--- config.mk ---
export PLATFORM = sky130hd
export DESIGN_NAME = nand_host
export DESIGN_NICKNAME = d
export VERILOG_FILES = /design/src/rtl/nand_host_pkg.sv /design/src/rtl/nand_host.sv
export SDC_FILE = /design/constraint.sdc
export NUM_CORES = 1
export LEC_CHECK = 0
export BUFFER_PORTS_ARGS = -buffer_cell sky130_fd_sc_hd__buf_4
export CAP_MARGIN = 20
export CORE_MARGIN = 2
export CORE_UTILIZATION = 40
export DETAILED_ROUTE_END_ITERATION = 12
export HOLD_SLACK_MARGIN = 0.15
export MAX_ROUTING_LAYER = met4
export PLACE_DENSITY = 0.71
export SETUP_SLACK_MARGIN = 0.1
export SYNTH_ARGS = -nofsm -noshare
export SYNTH_HDL_FRONTEND = slang
export SYNTH_SLANG_ARGS = --single-unit
--- constraint.sdc ---
create_clock -name clock -period 6.7 [get_ports clock]
set_input_delay 0.67 -clock clock [delete_from_list [all_inputs] [get_ports clock]]
set_output_delay 0.67 -clock clock [all_outputs]
set_load 0.01 [all_outputs]
--- src/rtl/nand_host_pkg.sv ---
package nand_host_pkg;
   // =========================================================
   // Flash command codes
   localparam logic [7:0] cmd_read_setup = 8'h00;
   localparam logic [7:0] cmd_read_confirm = 8'h30;
   localparam logic [7:0] cmd_random_out = 8'h05;
   localparam logic [7:0] cmd_random_out_confirm = 8'he0;
   localparam logic [7:0] cmd_cache_read = 8'h31;
   localparam logic [7:0] cmd_cache_read_end = 8'h34;
   localparam logic [7:0] cmd_program_load = 8'h80;
   localparam logic [7:0] cmd_random_in = 8'h85;
   localparam logic [7:0] cmd_program_confirm = 8'h10;
   localparam logic [7:0] cmd_cache_program = 8'h15;
   localparam logic [7:0] cmd_erase_setup = 8'h60;
   localparam logic [7:0] cmd_erase_confirm = 8'hd0;
   localparam logic [7:0] cmd_read_id = 8'h90;
   localparam logic [7:0] cmd_read_status = 8'h70;
   localparam logic [7:0] cmd_reset = 8'hff;
   localparam logic [7:0] id_address = 8'h00;
   // =========================================================
   // Register map of the controller, byte addresses
   localparam logic [7:0] reg_control = 8'h00;
   localparam logic [7:0] reg_status = 8'h04;
   localparam logic [7:0] reg_wdata = 8'h08;
   localparam logic [7:0] reg_rdata = 8'h0c;
   localparam logic [7:0] reg_partial = 8'h10;
   // Control word fields: [7:0] byte, [9:8] kind, [10] chip select, [11] protect_n.
   localparam int ctl_kind_lsb = 8;
   localparam int ctl_cs_bit = 10;
   localparam int ctl_wp_bit = 11;
   localparam logic [1:0] kind_command = 2'h0;
   localparam logic [1:0] kind_address = 2'h1;
   localparam logic [1:0] kind_data_in = 2'h2;
   localparam logic [1:0] kind_data_out = 2'h3;
   // Status word fields.
   localparam int st_busy_bit = 0;
   localparam int st_ready_bit = 1;
   localparam int st_refused_bit = 2;
   localparam logic [2:0] partial_limit = 3'h4;
   // =========================================================
   // Pin timing, 200 MHz clock
   localparam int clock_mhz = 200;
   localparam int strobe_low_ns = 15;
   localparam int strobe_high_ns = 15;
   localparam int read_access_delay_ns = 20;
   localparam int strobe_low_cycles = (strobe_low_ns * clock_mhz + 999) / 1000;
   localparam int strobe_high_cycles = (strobe_high_ns * clock_mhz + 999) / 1000;
   localparam int access_cycles = (read_access_delay_ns * clock_mhz + 999) / 1000;
   localparam int hold_low_cycles =
      (access_cycles > strobe_low_cycles) ? access_cycles : strobe_low_cycles;
   localparam logic [3:0] low_count = 4'(hold_low_cycles);
   localparam logic [3:0] high_count = 4'(strobe_high_cycles);
endpackage

--- src/rtl/nand_host.sv ---
// =========================================================
`timescale 1ns/100ps
`default_nettype none
module nand_host
   import nand_host_pkg::*;
(
   // Clock and reset
   input wire logic clock,
   input wire logic rst_n,
   // AHB-Lite slave
   input wire logic hsel,
   input wire logic [31:0] haddr,
   input wire logic [1:0] htrans,
   input wire logic hwrite,
   input wire logic [2:0] hsize,
   input wire logic [31:0] hwdata,
   input wire logic hready,
   output logic hreadyout,
   output logic hresp,
   output logic [31:0] hrdata,
   // Flash pins
   output logic chip_select_n,
   output logic command_latch_sel,
   output logic address_latch_sel,
   output logic input_strobe_n,
   output logic output_strobe_n,
   output logic protect_n,
   output logic [7:0] data_bus_out,
   output logic data_bus_oe,
   input wire logic [7:0] data_bus_in,
   input wire logic ready_busy_n
);
   // =========================================================
   // Pin cycle sequencer
   typedef enum logic [2:0]
   {
      st_idle = 3'b001,
      st_low = 3'b010,
      st_high = 3'b100
   } cycle_e;
   cycle_e state;
   cycle_e next_state;
   logic [3:0] count;
   logic [1:0] kind;
   logic [7:0] out_byte;
   logic [7:0] read_byte;
   logic refused;
   logic [2:0] partial_count;
   logic in_program;
   // Bus address phase capture.
   logic wr_pend;
   logic [7:0] wr_addr;
   logic accept;
   logic start;
   logic is_cmd;
   assign accept = hsel & hready & htrans[1];
   assign hresp = 1'b0;
   // The data phase of a control write stalls while a pin cycle runs.
   assign hreadyout = !(wr_pend && wr_addr == reg_control && state != st_idle);
   assign start = wr_pend && wr_addr == reg_control && state == st_idle;
   assign is_cmd = hwdata[ctl_kind_lsb +: 2] == kind_command;

   // Address phase register.
   always_ff @(posedge clock or negedge rst_n)
   begin
      if (!rst_n)
      begin
         wr_pend <= 1'b0;
         wr_addr <= 8'h00;
      end
      else if (hreadyout)
      begin
         wr_pend <= accept & hwrite;
         wr_addr <= haddr[7:0];
      end
   end

   // Read data, registered on the address phase.
   always_ff @(posedge clock or negedge rst_n)
   begin
      if (!rst_n)
         hrdata <= 32'h0;
      else if (accept && !hwrite && hreadyout)
         case (haddr[7:0])
            reg_status: hrdata <= {29'h0, refused, ready_busy_n, state != st_idle};
            reg_rdata: hrdata <= {24'h0, read_byte};
            reg_partial: hrdata <= {29'h0, partial_count};
            reg_control: hrdata <= {20'h0, protect_n, !chip_select_n, kind, out_byte};
            default: hrdata <= 32'h0;
         endcase
   end

   // Next state of the strobe sequencer.
   always_comb
   begin
      next_state = state;
      case (state)
         st_idle: if (start && !refused_now()) next_state = st_low;
         st_low: if (count == 4'h0) next_state = st_high;
         st_high: if (count == 4'h0) next_state = st_idle;
         default: next_state = st_idle;
      endcase
   end

   // Partial program limit: a fifth load of one page is refused.
   function automatic logic refused_now();
      refused_now = is_cmd && hwdata[7:0] == cmd_program_load
         && partial_count == partial_limit;
   endfunction

   always_ff @(posedge clock or negedge rst_n)
   begin
      if (!rst_n)
      begin
         state <= st_idle;
         count <= 4'h0;
      end
      else
      begin
         state <= next_state;
         if (state == st_idle)
            count <= low_count - 4'h1;
         else if (state == st_low && count == 4'h0)
            count <= high_count - 4'h1;
         else if (count != 4'h0)
            count <= count - 4'h1;
      end
   end

   // Latched control word of the cycle in flight.
   always_ff @(posedge clock or negedge rst_n)
   begin
      if (!rst_n)
      begin
         kind <= kind_command;
         out_byte <= 8'h00;
         chip_select_n <= 1'b1;
         protect_n <= 1'b0;
         refused <= 1'b0;
      end
      else if (start)
      begin
         kind <= hwdata[ctl_kind_lsb +: 2];
         out_byte <= hwdata[7:0];
         chip_select_n <= !hwdata[ctl_cs_bit];
         protect_n <= hwdata[ctl_wp_bit];
         refused <= refused_now();
      end
   end

   // Count program loads of the page; only reset or erase setup clears the tally.
   always_ff @(posedge clock or negedge rst_n)
   begin
      if (!rst_n)
      begin
         partial_count <= 3'h0;
         in_program <= 1'b0;
      end
      else if (start && is_cmd && !refused_now())
      begin
         if (hwdata[7:0] == cmd_program_load)
         begin
            partial_count <= partial_count + 3'h1;
            in_program <= 1'b1;
         end
         else if (hwdata[7:0] == cmd_reset || hwdata[7:0] == cmd_erase_setup)
         begin
            partial_count <= 3'h0;
            in_program <= 1'b0;
         end
      end
   end

   // Pin drive. Latch selects stay up through the whole cycle for setup/hold.
   always_comb
   begin
      command_latch_sel = state != st_idle && kind == kind_command;
      address_latch_sel = state != st_idle && kind == kind_address;
      input_strobe_n = !(state == st_low && kind != kind_data_out);
      output_strobe_n = !(state == st_low && kind == kind_data_out);
      data_bus_oe = state != st_idle && kind != kind_data_out;
      data_bus_out = out_byte;
   end

   // Data is sampled at the end of the low phase, past the access delay.
   always_ff @(posedge clock or negedge rst_n)
   begin
      if (!rst_n)
         read_byte <= 8'h00;
      else if (state == st_low && count == 4'h0 && kind == kind_data_out)
         read_byte <= data_bus_in;
   end

   // =========================================================
   // Command tracker
   // The pin sequencer decodes the byte only to tally program loads and refuse an over-limit one, so software builds every flash sequence
   // itself. This tracker only remembers where that sequence stands, which
   // lets the checks below watch the host side of each operation.
   logic [7:0] last_cmd;
   logic in_cache_read;
   logic cmd_taken;
   assign cmd_taken = start && is_cmd && !refused_now();

   // Last command byte sent; power-up counts as read setup.
   always_ff @(posedge clock or negedge rst_n)
   begin
      if (!rst_n)
         last_cmd <= cmd_read_setup;
      else if (cmd_taken)
         last_cmd <= hwdata[7:0];
   end

   // Cache read runs from 31h until 34h or reset; status reads do not end it.
   always_ff @(posedge clock or negedge rst_n)
   begin
      if (!rst_n)
         in_cache_read <= 1'b0;
      else if (cmd_taken && hwdata[7:0] == cmd_cache_read)
         in_cache_read <= 1'b1;
      else if (cmd_taken && (hwdata[7:0] == cmd_cache_read_end || hwdata[7:0] == cmd_reset))
         in_cache_read <= 1'b0;
   end

   // =========================================================
   // Checks
   // The write strobe stays low for the whole low phase, then rises.
   property p_strobe_low;
      @(posedge clock) disable iff (!rst_n)
      $fell(input_strobe_n) |-> !input_strobe_n [*4] ##1 input_strobe_n;
   endproperty
   a_strobe_low: assert property (p_strobe_low)
      else $error("input strobe low width wrong");

   // Exactly one latch select is up when a command or address byte latches.
   property p_cmd_latch;
      @(posedge clock) disable iff (!rst_n)
      $rose(input_strobe_n) |-> command_latch_sel != address_latch_sel || kind == kind_data_in;
   endproperty
   a_cmd_latch: assert property (p_cmd_latch)
      else $error("latch selects wrong at strobe rise");

   // The read strobe is held low past the access delay before data is taken.
   property p_read_access;
      @(posedge clock) disable iff (!rst_n)
      $fell(output_strobe_n) |-> !output_strobe_n [*4];
   endproperty
   a_read_access: assert property (p_read_access)
      else $error("output strobe too short");

   // Read and write strobes never overlap.
   property p_no_overlap;
      @(posedge clock) disable iff (!rst_n)
      !(!input_strobe_n && !output_strobe_n);
   endproperty
   a_no_overlap: assert property (p_no_overlap)
      else $error("both strobes low");

   // A control write that meets a running cycle must wait.
   property p_stall;
      @(posedge clock) disable iff (!rst_n)
      (wr_pend && wr_addr == reg_control && state != st_idle) |-> !hreadyout;
   endproperty
   a_stall: assert property (p_stall)
      else $error("control write not stalled");

   // The load tally never passes the partial program limit.
   property p_partial;
      @(posedge clock) disable iff (!rst_n)
      partial_count <= partial_limit;
   endproperty
   a_partial: assert property (p_partial)
      else $error("partial count over limit");

   // The host releases the byte bus while the flash drives it.
   property p_bus_drive;
      @(posedge clock) disable iff (!rst_n)
      !output_strobe_n |-> !data_bus_oe;
   endproperty
   a_bus_drive: assert property (p_bus_drive)
      else $error("bus driven during read");

   // Every pin cycle has four low and then high clock cycles.
   property p_cycle_len;
      @(posedge clock) disable iff (!rst_n)
      (state == st_idle && next_state == st_low) |=> state == st_low [*4] ##1 state == st_high;
   endproperty
   a_cycle_len: assert property (p_cycle_len)
      else $error("cycle length wrong");

   // A refused fifth load strobes nothing; the sequencer stays idle.
   property p_refuse_idle;
      @(posedge clock) disable iff (!rst_n)
      (start && refused_now()) |=> state == st_idle;
   endproperty
   a_refuse_idle: assert property (p_refuse_idle)
      else $error("refused load still strobed");

   // Protect level only moves between cycles, never inside one.
   property p_protect_hold;
      @(posedge clock) disable iff (!rst_n)
      (state != st_idle && $past(state) != st_idle) |-> $stable(protect_n);
   endproperty
   a_protect_hold: assert property (p_protect_hold)
      else $error("protect level moved inside a cycle");

   // Sending the end command leaves the cache read.
   property p_cache_exit;
      @(posedge clock) disable iff (!rst_n)
      (cmd_taken && hwdata[7:0] == cmd_cache_read_end) |=> !in_cache_read;
   endproperty
   a_cache_exit: assert property (p_cache_exit)
      else $error("cache read not left");

   // The tracker follows the byte put on the pins.
   property p_last_cmd;
      @(posedge clock) disable iff (!rst_n)
      cmd_taken |=> last_cmd == out_byte;
   endproperty
   a_last_cmd: assert property (p_last_cmd)
      else $error("command tracker out of step");

   // =========================================================
   // Coverage of the main scenarios
   c_cmd: cover property (@(posedge clock) $rose(input_strobe_n) && command_latch_sel);
   c_addr: cover property (@(posedge clock) $rose(input_strobe_n) && address_latch_sel);
   c_read: cover property (@(posedge clock) $rose(output_strobe_n));
   c_refuse: cover property (@(posedge clock) refused);
   c_cache: cover property (@(posedge clock) in_cache_read);
endmodule
`default_nettype wire

==> flow_metrics.env <==
export IMPL_status="completed"
export IMPL_synth_area_um2=2640
export IMPL_hold_viol=0
export IMPL_pin_count=132
export IMPL_area_growth_pct=20.8
export IMPL_layout_common_cells="buf_4, dfrtp_1, nand2_1, conb_1, mux2_2"
export IMPL_cts_setup_buffers=0
export IMPL_fin_nets=396
export IMPL_period_needed_ns=2.68
export IMPL_cp_max_fo=10
export IMPL_grt_pass1_wl_mm=9.18
export IMPL_h_tree_depth=2
export IMPL_ys_types=48
export IMPL_synth_top_area_cell="dfrtp_1"
export IMPL_synth_seq_cells=52
export IMPL_die_area_um2=7270
export IMPL_die_x_um=85.3
export IMPL_path_class="reg2out"
export IMPL_core_area_um2=6390
export IMPL_grt_max_degree=53
export IMPL_clk_latency_ns=0.31
export IMPL_vias=1992
export IMPL_synth_avg_cell_area_um2=10.6
export IMPL_fin_crit_sh_pct=40.1
export IMPL_p_leak_nw=1.56
export IMPL_final_cells=388
export IMPL_viasPerCell=5.13
export IMPL_cp_start_kind="flip-flop"
export IMPL_ys_async_sr_fraction_pct=100
export IMPL_max_slew_margin_pct=41.4
export IMPL_tightestPinTransition_ns=0.876
export IMPL_r2r_start="state[0]$_DFFE_PN1P_"
export IMPL_timing_final_ws_setup_ns=4.02
export IMPL_diodes=0
export IMPL_synthAdderAreaFrac_pct=1.42
export IMPL_synth_ff_type="dfrtp_1"
export IMPL_antenna_found_initial=0
export IMPL_critical_path_max_stage_delay_ns=0.62
export IMPL_ant_nets=0
export IMPL_placedCellCount=380
export IMPL_place_ws_ns=4.13
export IMPL_first_pass_iters=4
export IMPL_synth_top_cell_area_share_pct=47.4
export IMPL_clk_path_buf_depth=2
export IMPL_crit_slowest_cell="or4b_1"
export IMPL_ir_worst_vdd_mv=0.0966
export IMPL_worst_ep_required_time_ns=6.03
export IMPL_synth_mux_area_share_pct=9.71
export IMPL_fin_skew_ns=0.00993
export IMPL_grt_pass1_vias=1892
export IMPL_finalMaxSlewViolations=0
export IMPL_n_fill_cell=611
export IMPL_port_buffers=62
export IMPL_setup_tns_final_ns=0
export IMPL_synthCells=249
export IMPL_cp_num_buf_inv=2
export IMPL_row_count=29
export IMPL_start_util_pct=41.4
export IMPL_dieHeight_um=85.3
export IMPL_synth_top_family_by_area="simple AND/OR/NAND/NOR gates"
export IMPL_layout_commonest_cell="buf_4"
export IMPL_hpwl_mm=4.15
export IMPL_clock_fmax_mhz=373
export IMPL_cp_end_kind="output port"
export IMPL_synth_compound_area_share_pct=12.9
export IMPL_rsz0062_at_grt="false"
export IMPL_power_density_nw_per_um2=179
export IMPL_cts_buffers=5
export IMPL_synthSimpleGateAreaFrac_pct=17.1
export IMPL_regToRegSetupSlack_ns=4.14
export IMPL_finalSetupViolCount=0
export IMPL_clockRootBuffer="clkbuf_8"
export IMPL_synth_edf_count=0
export IMPL_synth_seq_area_share_pct=49.4
export IMPL_tritoncts="yes"
export IMPL_synth_xor_area_share_pct=0
export IMPL_drt_total_wl_mm=5.61
export IMPL_rr_worst_depth=5
export IMPL_drc=0
export IMPL_drive_above_1_share_pct=32.2
export IMPL_routedWlPerCell_um=14.4
export IMPL_cap_viol_max_count=0
export IMPL_gp_congestion=0.792
export IMPL_yosys_top_cells_area="dfrtp_1, mux2_2, buf_4"
export IMPL_grt_overflow=0
export IMPL_grt_usage_pct=16.3
export IMPL_drtIter0Drc=125
export IMPL_min_path_type="in2async"
export IMPL_cp_num_cells=4
export IMPL_cts_resized=0
export IMPL_cts_clk_slew_worst_paths_ns=0.10
export IMPL_synth_warnings=0
export IMPL_cp_arrival_ns=2.01
export IMPL_hold_buffers=0
export IMPL_cp_top_family="simple AND/OR/NAND/NOR gates"
export IMPL_path_cells="or4b_1, nor4_4, inv_1, buf_4"
export IMPL_r2r_end="hrdata[6]$_DFFE_PN0P_"
export IMPL_clock_sinks=52
==> state kept, by name, summed over array words and instances (netlist names) <==
register       count
hrdata            12
data_bus_out       8
read_byte          8
wr_addr            8
count              4
partial_count      3
state              3
kind               2
chip_select_n      1
protect_n          1
refused            1
wr_pend            1
==> cells by family (layout without fill, tap and decap cells) <==
logic type,count (synthesis),in the layout
simple gates,81,81
flops,52,52
mux,23,23
fa+ha+maj,3,3
buf+inv,40,82
compound gates,49,49
other cells,1,21
==> report_power, final <==
| group | internal [mW] | switching [mW] |
|---|---|---|
| Combinational | 0.0174 | 0.0245 |
| Clock | 0.111 | 0.101 |
| Sequential | 0.317 | 0.00172 |
| Total | 0.445 | 0.127 |
==> synthesized netlist by cell type (all sizes together) (2+ instances only) <==
cell,n
nand4,3
and2b,5
nor3b,2
a22o,4
a21o,2
nor4,5
mux2,21
nor2,16
a221o,2
nand3,7
dfrtp,50
a22oi,5
o21ai,16
dfstp,2
nand2,22
inv,11
mux2i,2
and2,3
nand2b,3
a21oi,10
clkbuf,2
ha,3
nor3,4
or3b,2
buf,27
or3,4
o22ai,2
==> stage by stage <==
step           hold WS (ns)  utilization (%)  instance area [um2]  power (mW)
6_report              0.374             50.0                 3190       0.572
5_1_grt               0.428             50.0                 3190       0.597
4_1_cts               0.410             50.0                 3190       0.579
3_5_place_dp          0.471             48.3                 3080       0.367
3_3_place_gp          0.464             48.3                 3080       0.367
2_1_floorplan         0.374                -                 2720       0.349
==> cell type report <==
| type | count | area (um2) | share of cell area [%] |
|---|---|---|---|
| clock buffers | 6 | 72.6 | 2.27 |
| clock inverters | 2 | 35.0 | 1.10 |
| inverters | 11 | 41.3 | 1.29 |
| multi-input cells | 177 | 1170 | 36.7 |
| flip-flops and latches | 52 | 1300 | 40.8 |
| well taps | 77 | 96.3 | 3.02 |
| repair buffers | 63 | 473 | 14.8 |
==> how the worst max path moves through the flow <==
stage	from	end	slack, ns
global placement	wr_addr[0]$_DFFE_PN0N_	hrdata[3]$_DFFE_PN0P_	4.16
detailed placement	wr_addr[0]$_DFFE_PN0N_	hrdata[6]$_DFFE_PN0P_	4.13
floorplan	wr_addr[0]$_DFFE_PN0N_	hreadyout	4.59
finish	wr_addr[0]$_DFFE_PN0N_	hreadyout	4.02
CTS	wr_addr[0]$_DFFE_PN0N_	hreadyout	3.98
global route	wr_addr[0]$_DFFE_PN0N_	hreadyout	3.87
==> layer usage <==
metal | GRT usage [%] | routed length, um
met5 | - | 0
met4 | 4.76 | 71
met3 | 2.82 | 278
met2 | 24.8 | 2630
met1 | 22.5 | 2630
==> worst register-to-register path: stages (launching register included) <==
cell and delay [ns]:
dfstp_2 0.60, nor3b_4 0.42, nor4_4 0.14, or3_1 0.65, or3_4 0.54, o21ai_2 0.15
(Power assumes the default switching activity.)
